### src/timer_defines.svh
`ifndef TIMER_DEFINES_SVH
`define TIMER_DEFINES_SVH

`define ADDR_W          12
`define CS_INDEX        10'h000
`define MOD_INDEX       10'h001
`define CNT_INDEX       10'h002

`define EN_BIT          0
`define RLD_BIT         1
`define FLAG_BIT        2
`define IE_BIT          3
`define OVW_BIT         4
`define DBG_BIT         5
`define DOZE_BIT        6
`define PRE_MSB         11
`define PRE_LSB         8

`define MOD_RESET       16'hffff
`define CNT_RESET       16'hffff
`define CNT_ROLL        16'hffff
`define CNT_ZERO        16'h0000
`define CNT_ONE         16'h0001
`define PRESCALE_RESET  16'hffff
`define PRE_RESET       4'h0

`endif

### src/timer_pkg.sv
`include "timer_defines.svh"

package timer_pkg;
    typedef logic [15:0]         word16_type;
    typedef logic [3:0]          prescale_sel_type;
    typedef logic [`ADDR_W-3:0]  reg_index_type;
endpackage

### src/tick_prescaler.sv
`timescale 1ns/100ps
`include "timer_defines.svh"

module tick_prescaler
    import timer_pkg::*;
(
    // Clock and reset.
    input  wire logic             pclk,
    input  wire logic             presetn,
    // Control from the timer.
    input  wire logic             run,
    input  wire logic             restart,
    input  wire prescale_sel_type pre_sel,
    // Divided tick.
    output logic                  tick
);

    word16_type count_reg;
    word16_type mask;

    // The mask holds as many low ones as the exponent of the selected power of two.
    genvar i;
    generate
        for (i = 0; i < 16; i = i + 1) begin : g_mask
            assign mask[i] = (pre_sel > i);
        end
    endgenerate

    // The tick does not look at restart, so the reload that a tick causes
    // cannot feed back into the tick itself.
    assign tick = run && ((count_reg & mask) == `CNT_ZERO);

    always_ff @(posedge pclk or negedge presetn) begin
        if (!presetn) begin
            count_reg <= `PRESCALE_RESET;
        end else if (restart) begin
            count_reg <= `PRESCALE_RESET;
        end else if (run) begin
            count_reg <= count_reg - `CNT_ONE;
        end
    end

    restart_value_a: assert property (@(posedge pclk) disable iff (!presetn)
        restart |=> count_reg == `PRESCALE_RESET)
        else $error("Prescaler not reset after restart.");
    stop_hold_a: assert property (@(posedge pclk) disable iff (!presetn)
        (!run && !restart) |=> $stable(count_reg) && !$past(tick))
        else $error("Prescaler moved while stopped.");

endmodule

### src/periodic_down_timer.sv
`timescale 1ns/100ps
`include "timer_defines.svh"

module periodic_down_timer
    import timer_pkg::*;
(
    // Clock and reset.
    input  wire logic              pclk,
    input  wire logic              presetn,
    // APB slave.
    input  wire logic              psel,
    input  wire logic              penable,
    input  wire logic              pwrite,
    input  wire logic [`ADDR_W-1:0] paddr,
    input  wire logic [31:0]       pwdata,
    output logic      [31:0]       prdata,
    output logic                   pready,
    output logic                   pslverr,
    // System mode inputs, same clock domain.
    input  wire logic              doze_mode,
    input  wire logic              debug_mode,
    // Interrupt request.
    output logic                   zero_irq
);

    // Control and status state.
    logic             run_enable_reg;
    logic             reload_select_reg;
    logic             zero_reached_flag_reg;
    logic             zero_irq_enable_reg;
    logic             overwrite_select_reg;
    logic             debug_stop_reg;
    logic             doze_stop_reg;
    prescale_sel_type pre_sel_reg;

    // Counting state.
    word16_type       modulus_value_reg;
    word16_type       count_reg;
    word16_type       count_next;
    logic [31:0]      prdata_reg;

    // Decode and event terms.
    reg_index_type    index;
    logic             aligned;
    logic             mapped;
    logic             setup;
    logic             wr_access;
    logic             cs_write;
    logic             mod_write;
    logic             overwrite_load;
    logic             reload_load;
    logic             tick;
    logic             run;
    logic             reach_zero;
    logic             flag_clear;
    logic             pre_write;
    logic [31:0]      read_value;

    assign index     = paddr[`ADDR_W-1:2];
    assign aligned   = (paddr[1:0] == 2'h0);
    assign mapped    = aligned && (index == `CS_INDEX || index == `MOD_INDEX ||
                                   index == `CNT_INDEX);
    assign setup     = psel && !penable;
    assign wr_access = psel && penable && pwrite && mapped;
    assign cs_write  = wr_access && (index == `CS_INDEX);
    assign mod_write = wr_access && (index == `MOD_INDEX);

    // Every access completes in its first access cycle.
    assign pready  = 1'b1;
    assign pslverr = psel && penable && !mapped;
    assign prdata  = prdata_reg;

    // Freeze in doze or debug only when the matching stop bit is set.
    // Register accesses stay live either way, so debug edits are kept.
    assign run = run_enable_reg
              && !(doze_mode && doze_stop_reg)
              && !(debug_mode && debug_stop_reg);

    assign pre_write      = cs_write &&
                            (pwdata[`PRE_MSB:`PRE_LSB] != pre_sel_reg);
    assign overwrite_load = mod_write && overwrite_select_reg;
    assign reload_load    = tick && (count_reg == `CNT_ZERO) && reload_select_reg;
    assign reach_zero     = tick && !overwrite_load && (count_reg == `CNT_ONE);

    tick_prescaler prescaler_inst (
        .pclk    (pclk),
        .presetn (presetn),
        .run     (run),
        .restart (pre_write || overwrite_load || reload_load),
        .pre_sel (pre_sel_reg),
        .tick    (tick)
    );

    // Counter next value; a software overwrite beats a tick in the same cycle.
    always_comb begin
        count_next = count_reg;
        if (overwrite_load) begin
            count_next = pwdata[15:0];
        end else if (tick) begin
            if (count_reg == `CNT_ZERO) begin
                if (reload_select_reg) begin
                    count_next = modulus_value_reg;
                end else begin
                    count_next = `CNT_ROLL;
                end
            end else begin
                count_next = count_reg - `CNT_ONE;
            end
        end
    end

    always_ff @(posedge pclk or negedge presetn) begin
        if (!presetn) begin
            count_reg <= `CNT_RESET;
        end else begin
            count_reg <= count_next;
        end
    end

    // Modulus latch; without overwrite it waits here for a reload at the next zero, which happens only with reload selected.
    always_ff @(posedge pclk or negedge presetn) begin
        if (!presetn) begin
            modulus_value_reg <= `MOD_RESET;
        end else if (mod_write) begin
            modulus_value_reg <= pwdata[15:0];
        end
    end

    // Control bits, writable at any time including debug mode.
    always_ff @(posedge pclk or negedge presetn) begin
        if (!presetn) begin
            run_enable_reg       <= 1'b0;
            reload_select_reg    <= 1'b0;
            zero_irq_enable_reg  <= 1'b0;
            overwrite_select_reg <= 1'b0;
            debug_stop_reg       <= 1'b0;
            doze_stop_reg        <= 1'b0;
            pre_sel_reg          <= `PRE_RESET;
        end else if (cs_write) begin
            run_enable_reg       <= pwdata[`EN_BIT];
            reload_select_reg    <= pwdata[`RLD_BIT];
            zero_irq_enable_reg  <= pwdata[`IE_BIT];
            overwrite_select_reg <= pwdata[`OVW_BIT];
            debug_stop_reg       <= pwdata[`DBG_BIT];
            doze_stop_reg        <= pwdata[`DOZE_BIT];
            pre_sel_reg          <= pwdata[`PRE_MSB:`PRE_LSB];
        end
    end

    // A zero reached in the same cycle as a clear still leaves the flag set.
    assign flag_clear = (cs_write && pwdata[`FLAG_BIT]) || mod_write;

    always_ff @(posedge pclk or negedge presetn) begin
        if (!presetn) begin
            zero_reached_flag_reg <= 1'b0;
        end else begin
            zero_reached_flag_reg <= reach_zero ||
                                     (zero_reached_flag_reg && !flag_clear);
        end
    end

    assign zero_irq = zero_reached_flag_reg && zero_irq_enable_reg;

    // Read data is captured in the setup cycle and shown in the access cycle.
    always_comb begin
        read_value = 32'h0000_0000;
        if (aligned && index == `CS_INDEX) begin
            read_value[`EN_BIT]            = run_enable_reg;
            read_value[`RLD_BIT]           = reload_select_reg;
            read_value[`FLAG_BIT]          = zero_reached_flag_reg;
            read_value[`IE_BIT]            = zero_irq_enable_reg;
            read_value[`OVW_BIT]           = overwrite_select_reg;
            read_value[`DBG_BIT]           = debug_stop_reg;
            read_value[`DOZE_BIT]          = doze_stop_reg;
            read_value[`PRE_MSB:`PRE_LSB]  = pre_sel_reg;
        end else if (aligned && index == `MOD_INDEX) begin
            read_value[15:0] = modulus_value_reg;
        end else if (aligned && index == `CNT_INDEX) begin
            read_value[15:0] = count_reg;
        end
    end

    always_ff @(posedge pclk or negedge presetn) begin
        if (!presetn) begin
            prdata_reg <= 32'h0000_0000;
        end else if (setup) begin
            prdata_reg <= pwrite ? 32'h0000_0000 : read_value;
        end
    end

    // Checks.
    stopped_hold_a: assert property (@(posedge pclk) disable iff (!presetn)
        (!run_enable_reg && !overwrite_load) |=> $stable(count_reg))
        else $error("Counter moved while disabled.");

    doze_freeze_a: assert property (@(posedge pclk) disable iff (!presetn)
        (doze_mode && doze_stop_reg) |-> !tick)
        else $error("Tick seen while frozen in doze.");

    debug_freeze_a: assert property (@(posedge pclk) disable iff (!presetn)
        (debug_mode && debug_stop_reg && !overwrite_load) |=> $stable(count_reg))
        else $error("Counter moved while frozen in debug.");

    debug_restart_a: assert property (@(posedge pclk) disable iff (!presetn)
        (debug_mode && cs_write && !pwdata[`DBG_BIT] && pwdata[`EN_BIT]
         && !doze_mode) |=> run)
        else $error("Timer not started by clearing debug stop.");

    overwrite_load_a: assert property (@(posedge pclk) disable iff (!presetn)
        overwrite_load |=> count_reg == $past(pwdata[15:0]))
        else $error("Overwrite did not load the counter.");

    latch_only_a: assert property (@(posedge pclk) disable iff (!presetn)
        (mod_write && !overwrite_select_reg && !tick) |=> $stable(count_reg))
        else $error("Modulus write changed the count without overwrite.");

    reload_value_a: assert property (@(posedge pclk) disable iff (!presetn)
        (reload_load && !overwrite_load) |=> count_reg == $past(modulus_value_reg))
        else $error("Counter not reloaded from modulus.");

    roll_over_a: assert property (@(posedge pclk) disable iff (!presetn)
        (tick && count_reg == `CNT_ZERO && !reload_select_reg && !overwrite_load)
        |=> count_reg == `CNT_ROLL)
        else $error("Counter did not roll over.");

    flag_set_a: assert property (@(posedge pclk) disable iff (!presetn)
        reach_zero |=> zero_reached_flag_reg && count_reg == `CNT_ZERO)
        else $error("Flag not set on reaching zero.");

    flag_clear_a: assert property (@(posedge pclk) disable iff (!presetn)
        (flag_clear && !reach_zero) |=> !zero_reached_flag_reg)
        else $error("Flag not cleared by software.");

    flag_keep_a: assert property (@(posedge pclk) disable iff (!presetn)
        (zero_reached_flag_reg && !flag_clear) |=> zero_reached_flag_reg)
        else $error("Flag dropped without a clear.");

    irq_gate_a: assert property (@(posedge pclk) disable iff (!presetn)
        (cs_write && !pwdata[`IE_BIT]) |=> !zero_irq)
        else $error("Request raised with interrupt enable clear.");

    irq_level_a: assert property (@(posedge pclk) disable iff (!presetn)
        (reach_zero && zero_irq_enable_reg && !cs_write) |=> zero_irq [*2] or
        (zero_irq ##1 flag_clear))
        else $error("Request not held as a level.");

    modulus_read_a: assert property (@(posedge pclk) disable iff (!presetn)
        (setup && !pwrite && aligned && index == `MOD_INDEX)
        |=> prdata[15:0] == $past(modulus_value_reg))
        else $error("Modulus read did not return the latch.");

    // Run cycles since the last tick or prescaler restart, kept only for the checks below.
    // It models the divider by counting, so a slip in the mask logic shows up as a mismatch.
    word16_type       tick_gap_reg;
    word16_type       tick_span;
    logic             pre_restart;

    assign pre_restart = pre_write || overwrite_load || reload_load;
    assign tick_span   = (`CNT_ONE << pre_sel_reg) - `CNT_ONE;

    always_ff @(posedge pclk or negedge presetn) begin
        if (!presetn) begin
            tick_gap_reg <= `CNT_ZERO;
        end else if (pre_restart || tick) begin
            tick_gap_reg <= `CNT_ZERO;
        end else if (run) begin
            tick_gap_reg <= tick_gap_reg + `CNT_ONE;
        end
    end

    tick_spacing_a: assert property (@(posedge pclk) disable iff (!presetn)
        run |-> tick == (tick_gap_reg == tick_span))
        else $error("Tick spacing differs from the selected divisor.");

    prescale_restart_a: assert property (@(posedge pclk) disable iff (!presetn)
        (pre_write && pwdata[`PRE_MSB:`PRE_LSB] != `PRE_RESET) |=> !tick)
        else $error("Prescaler not restarted by a new divisor.");

    overwrite_prescale_a: assert property (@(posedge pclk) disable iff (!presetn)
        (overwrite_load && pre_sel_reg != `PRE_RESET) |=> !tick)
        else $error("Prescaler not restarted by an overwrite.");

    count_step_a: assert property (@(posedge pclk) disable iff (!presetn)
        (tick && count_reg != `CNT_ZERO && !overwrite_load)
        |=> count_reg == $past(count_reg) - `CNT_ONE)
        else $error("Counter did not step down by one.");

    doze_run_a: assert property (@(posedge pclk) disable iff (!presetn)
        (doze_mode && !doze_stop_reg && run_enable_reg && !(debug_mode && debug_stop_reg))
        |-> run)
        else $error("Doze stopped the timer with doze-stop clear.");

    debug_stop_a: assert property (@(posedge pclk) disable iff (!presetn)
        (debug_mode && cs_write && pwdata[`DBG_BIT]) |=> !run || !debug_mode)
        else $error("Timer not stopped by setting debug stop.");

    debug_write_a: assert property (@(posedge pclk) disable iff (!presetn)
        (debug_mode && cs_write)
        |=> run_enable_reg == $past(pwdata[`EN_BIT])
            && pre_sel_reg == $past(pwdata[`PRE_MSB:`PRE_LSB]))
        else $error("Control write lost in debug mode.");

    modulus_debug_a: assert property (@(posedge pclk) disable iff (!presetn)
        (debug_mode && mod_write) |=> modulus_value_reg == $past(pwdata[15:0]))
        else $error("Modulus write lost in debug mode.");

    latch_hold_a: assert property (@(posedge pclk) disable iff (!presetn)
        !mod_write |=> $stable(modulus_value_reg))
        else $error("Modulus latch changed without a write.");

    count_refuse_a: assert property (@(posedge pclk) disable iff (!presetn)
        (wr_access && index == `CNT_INDEX)
        |=> $stable(modulus_value_reg) && $stable(pre_sel_reg))
        else $error("Write to the count register had an effect.");

    count_read_a: assert property (@(posedge pclk) disable iff (!presetn)
        (setup && !pwrite && aligned && index == `CNT_INDEX)
        |=> prdata[15:0] == $past(count_reg))
        else $error("Count read did not return the counter.");

    reserved_read_a: assert property (@(posedge pclk) disable iff (!presetn)
        (setup && !pwrite && aligned && index == `CS_INDEX)
        |=> prdata[`PRE_LSB-1] == 1'b0 && prdata[31:`PRE_MSB+1] == '0)
        else $error("Reserved control bits did not read zero.");

    write_read_zero_a: assert property (@(posedge pclk) disable iff (!presetn)
        (setup && pwrite) |=> prdata == 32'h0000_0000)
        else $error("Read data not zero after a write setup.");

    flag_idle_a: assert property (@(posedge pclk) disable iff (!presetn)
        (!reach_zero && !zero_reached_flag_reg) |=> !zero_reached_flag_reg)
        else $error("Flag set without the counter reaching zero.");

    irq_off_a: assert property (@(posedge pclk) disable iff (!presetn)
        !zero_irq_enable_reg |-> !zero_irq)
        else $error("Request seen while interrupt enable is clear.");

    reload_seen_c: cover property (@(posedge pclk) disable iff (!presetn)
        reload_load);
    roll_seen_c: cover property (@(posedge pclk) disable iff (!presetn)
        tick && count_reg == `CNT_ZERO && !reload_select_reg);
    overwrite_seen_c: cover property (@(posedge pclk) disable iff (!presetn)
        overwrite_load && run);
    irq_rise_c: cover property (@(posedge pclk) disable iff (!presetn)
        $rose(zero_irq));
    doze_hold_c: cover property (@(posedge pclk) disable iff (!presetn)
        run_enable_reg && doze_mode && doze_stop_reg);

endmodule

### config.mk
export PLATFORM = sky130hd
export DESIGN_NAME = periodic_down_timer
export DESIGN_NICKNAME = d
export VERILOG_FILES = /design/src/timer_pkg.sv /design/src/tick_prescaler.sv /design/src/periodic_down_timer.sv
export VERILOG_INCLUDE_DIRS = /design/src /design/src/src
export SDC_FILE = /design/constraint.sdc
export NUM_CORES = 1
export LEC_CHECK = 0
export ABC_AREA = 1
export BUFFER_PORTS_ARGS = -buffer_cell sky130_fd_sc_hd__buf_4
export CAP_MARGIN = 20
export CORE_MARGIN = 10
export CORE_UTILIZATION = 30
export CTS_BUF_LIST = sky130_fd_sc_hd__clkbuf_8
export CTS_CLUSTER_DIAMETER = 30
export CTS_CLUSTER_SIZE = 14
export DETAILED_ROUTE_END_ITERATION = 8
export PLACE_DENSITY_LB_ADDON = 0.3
export SYNTH_ARGS = -nofsm -noshare
export SYNTH_HDL_FRONTEND = slang
export SYNTH_SLANG_ARGS = --single-unit
### constraint.sdc
create_clock -name pclk -period 1.8 [get_ports pclk]
set_input_delay 0.09 -clock pclk [delete_from_list [all_inputs] [get_ports pclk]]
set_output_delay 0.09 -clock pclk [all_outputs]
set_load 0.05 [all_outputs]
### After elaboration in Yosys (flattened, before gate mapping)

Index checks and enable logic that the tools add are counted.

| word-level totals | value |
|---|---|
| flip-flop bits (word level) | 91 |
| bits of input ports | 51 |
| word-level logic and storage cells | 90 |

| cells by class | value |
|---|---|
| add/subtract/negate cells | 2 |
| $lt $le $gt $ge | 15 |
| equality and inequality tests | 4 |
| mux-type cells | 13 |
| bitwise operators | 1 |
| reduce and logical (&&, ||, !) cells | 43 |

Operators by type and width:

| operator | count |
|---|---|
| $mux W16 | 9 |
| $logic_not A16 Y1 | 2 |
| $sub A16 B1 Y16 const B | 2 |
| $gt A4 B4 Y1 const B | 7 |
| $logic_and A1 B1 Y1 | 25 |
| $and A16 B15 Y16 | 1 |
| $eq A16 B1 Y1 const B | 1 |
| $gt A4 B3 Y1 const B | 4 |
| $eq A10 B1 Y1 const B | 1 |
| $eq A10 B2 Y1 const B | 1 |
| $logic_not A10 Y1 | 1 |
| $gt A4 B1 Y1 const B | 2 |
| $gt A4 B2 Y1 const B | 2 |
| $mux W4 | 2 |
| $mux W7 | 1 |
| $logic_not A1 Y1 | 6 |
| $logic_or A1 B1 Y1 | 6 |
| $ne A4 B4 Y1 | 1 |
| $reduce_bool A2 Y1 | 2 |
| $logic_not A2 Y1 | 1 |
| $mux W1 | 1 |

### Logic depth before layout (Yosys ltp)

| depth | value |
|---|---|
| depth in word-level cells | 11 |
| gate-level depth with buffers | 12 |

### By module

Synthesis repeated with hierarchy kept, for this count alone.

| unflattened totals | value |
|---|---|
| cells, all modules | 688 |
| area, all modules | 4867.2 um2 |

Modules (own cells, without submodules):

| module | instances | cells each | area each (um2) |
|---|---|---|---|
| periodic_down_timer | 1 | 534 | 3768.6 |
| tick_prescaler | 1 | 154 | 1098.6 |

### Least setup slack after synthesis

OpenSTA, ideal clock, no wires.

| timing path | value |
|---|---|
| path kind | flip-flop to flip-flop |
| from | register count_reg[0] |
| to | register count_reg[1] |
| library setup time | 0.076 ns |
| data arrival time | 1.684 ns |
| slack | 0.041 ns |
| cell stages (with the launch flop) | 12 |
| path buffers | 1 |
| period minus slack after synthesis | 1.759 ns |
| cell sequence | dfstp_2 -> inv_1 -> ha_1 -> nand2_4 -> nor2_8 -> nand2_4 -> buf_2 -> nor2_1 -> o21ai_0 -> nand2_1 -> nand2_1 -> nand2_1 |

| between the ends | value |
|---|---|
| longest elaborated chain between the ends | 4 |

Ends and longest elaborated chain:

| what | line | RTL |
|---|---|---|
| start, declared | periodic_down_timer.sv:38 | `word16_type count_reg;` |
| start signal, assigned | periodic_down_timer.sv:114 | `` count_reg <= `CNT_RESET; `` |
| start signal, assigned | periodic_down_timer.sv:116 | `count_reg <= count_next;` |
| $sub A16 B1 Y16 (no line) / $logic_not A16 Y1 (equally long branches) | n/a |  |
| $mux W16 (*) | periodic_down_timer.sv:100 | `` if (count_reg == `CNT_ZERO) begin `` |
| $mux W16 (*) | periodic_down_timer.sv:99 | `end else if (tick) begin` |
| $mux W16 (*) | periodic_down_timer.sv:97 | `if (overwrite_load) begin` |

Every way passes the cells marked *; elsewhere a longest branch is shown, timed or not. The select of a mux whose other input is x is not followed.
A chain may end at the register's enable or synchronous reset.

### Worst setup path in the final report

| timing path | value |
|---|---|
| from | register count_reg[1] |
| to | register count_reg[15] |

The elaborated chain is that of the path after synthesis.

==> key figures <==
Clock network
  – H-tree levels: 3
  – Clock sinks: 74
  – Root Buffer: clkbuf_8
  – TritonCTS clock tree: built
  – Bufs on Longest Clock Path: 2
  – Clk pin slew, worst setup/hold paths: approximately 0.090 ns
  – Num CTS Buffers: 9
  – Clock latency at the later pin of the worst-skew pair: just under 0.4 ns

Global route
  – Total GRT Usage: about 14%
  – Initial antenna violation count: 1
  – Number of global-route vias before repair: 4517
  – First-pass GRT wire length: around 24000 µm
  – Pin count of the biggest net entering global routing: 50
  – GR Overflow Total: 0

Power
  – Internal power: 2450 µW
  – Sw power: between 900 and 1000 µW
  – Clk pwr share: about two fifths
  – Pwr Density: between 500 and 600 mW/mm²
  – Net Sw Frac: 27.1%
  – P_leak: around 0.0031 µW
  – Combinational power share: 8.9%
  – Register share of total power: roughly 50%
  – Peak supply drop: 283 µV
  – PnR Total Power: 3360 µW

Outcome
  – Status: finished, final reports clean

Synth
  – Post-Synthesis Cell Area: about 0.005 mm²
  – Post-synthesis area per instance: roughly 7.3 µm²
  – Seq/Total Area, Yosys: about two fifths
  – Top post-synthesis cells by area: dfstp_2, nand2_1, dfrtp_1
  – Post-synth top cells: nand2_1, nor2_1, inv_1
  – EDFF count, synth: 0
  – Synth top area share: roughly a quarter
  – Cells after Synth: 689
  – Async S/R FF share, synth: between 90% and 100%
  – Number of distinct library cells after synthesis: 35
  – #FFs+latches synth: 74
  – Post-synth top flop: dfstp_2
  – Yosys Warn Count: 0
  – Synth area leader: dfstp_2
  – Most common cell in the netlist: nand2_1

Floorplanning
  – Die height: around 150 µm
  – Initial Utilization: a little under a third
  – Die W: between 100 and 150 µm
  – Die area: ~0.022 mm²
  – IO Count: 86
  – Core area: around 0.016 mm²
  – # rows: 47

STA
  – Setup Skew: roughly 0.015 ns
  – Final Hold Viols: 0
  – Fmax: ~600 MHz
  – Fin crit share: roughly 90%
  – RSZ-0062 raised after global routing: true
  – Final Max Tran Viols: 0
  – Minimum clock period: approximately 1.7 ns
  – Worst-Margin Slew: 0.568 ns
  – Slew margin rel.: 62.0%
  – Setup ws final: ~0.14 ns
  – Final setup fails: 0

Critical path
  – Crit path DAT: 1.99 ns
  – CP Data Required Time: ~2.1 ns
  – Kind of critical path: reg -> reg
  – Critical path fanouts, max: 10
  – Worst setup SP type: register
  – Setup crit end kind: register

Placement
  – RD Place Congestion: approximately 0.88
  – Port Buffers: 52
  – Dpl ws: 0.0109 ns
  – Final HPWL DP: about 11000 µm

Route
  – Detail Route Antenna Nets: 0
  – Drt initial violations: ~280
  – WL final: 14900 µm
  – DR DRC count: 0
  – Pre-antenna DRT Iters: 5
  – Routed len/inst: 14.6 µm
  – Vias per cell: roughly 4.5
  – Vias: between 4000 and 5000

Finish
  – Fraction of layout cells with a size suffix above 1: approximately 28%
  – # diodes: 0
  – Final #Nets: around 840
  – Area added between synthesis and finish: 24.6%

Worst hold path
  – Worst Hold Class: in -> reg

Job
  – Max-cap check violation count: 0
[cells in the final DEF (no fill, tap or decap), drive strengths merged]
cell type / instances
buf: 98
clkbuf: 10
nor2: 75
conb: 17
dlygate4sd3: 17
nand3b: 3
nor3: 4
nand4: 15
clkinv: 5
xor2: 14
clkinvlp: 3
o21a: 1
ha: 3
inv: 54
a21o: 3
or2: 4
a21oi: 5
bufinv: 1
o211ai: 6
a22oi: 3
nand2: 261
dfstp: 47
nand3: 58
o21ai: 58
xnor2: 3
dfrtp: 27
[cells by family after synthesis]
logic type / count (synthesis) / synth area share, %
xor+xnor: 17 / 2.97
flops: 74 / 38.1
buf+inv: 97 / 9.81
fa+ha+maj: 3 / 0.749
other cells: 2 / 0.150
compound gates: 76 / 8.24
simple gates: 420 / 40.0
[final timing paths]
kind / from / end / slack, ns / cells past startpoint
setup / recovery: count_reg[1] / count_reg[15] / 0.14 / 12
hold / removal: pwrite / prdata[8] / 0.13 / 4
setup reg to reg: count_reg[1] / count_reg[15] / 0.14 / 12
hold reg to reg: modulus_value_reg[0] / modulus_value_reg[0] / 0.48 / 2
max in group asynchronous: presetn / count_reg[6] / 0.99 / 3
min in group asynchronous: presetn / prdata[2] / 0.17 / 2
[power by group through the flow]
stage	sequential, µW	clock (µW)	combinational, µW
after detailed placement	1700	0	270
after CTS	1670	1430	301
after global placement	1700	0	269
final	1670	1390	299
after floorplan	1700	0	157
after global routing	1670	1490	325
[final cells by class]
class                   count  area [µm²]
fillers                  1781       10200
multi-input cells         533        2710
flip-flops and latches     74        1920
repair buffers            115         931
well taps                 220         275
inverters                  57         215
clock buffers              10         138
clock inverters             6        66.3
[what timing repair did]
item	CTS	global route
setup buffers	0	4
hold buffers	17	0
cloned	0	0
setup endpoints to repair	3	30
pin swaps	0	2
hold endpoints to repair	55	0
gates resized for setup	1	14
[layer usage]
layer  share of wire [%]  track usage, %  up-vias
met5               0.087               0        -
met4                 1.6            4.07        2
met3                 6.7            4.61       18
li1                    -               -     2354
met2                  46            21.5      118
met1                  46            17.6     2105
[critical path: stages (launching register included)]
cell and delay (ns):
dfstp_2 0.55, inv_1 0.07, ha_2 0.20, nand2_4 0.10, nor2_8 0.05, nand2_8 0.11, nor2_8 0.04, buf_4 0.16
nand2_1 0.06, nand3_1 0.07, nand2_1 0.09, nand2_1 0.05, nand2_1 0.06
[through the flow]
stage	instances	instance area (µm²)	hold WS (ns)	TNS (ns)	utilization [%]
4_1_cts	1011	6180	0.125	0	37.5
5_1_grt	1015	6250	0.139	-0.0179	37.9
3_5_place_dp	978	5800	0.0446	0	35.2
6_report	1015	6250	0.131	0	37.9
2_1_floorplan	704	5070	-0.206	0	-
3_3_place_gp	978	5800	0.0409	0	35.2
(Power assumes the default switching activity.)
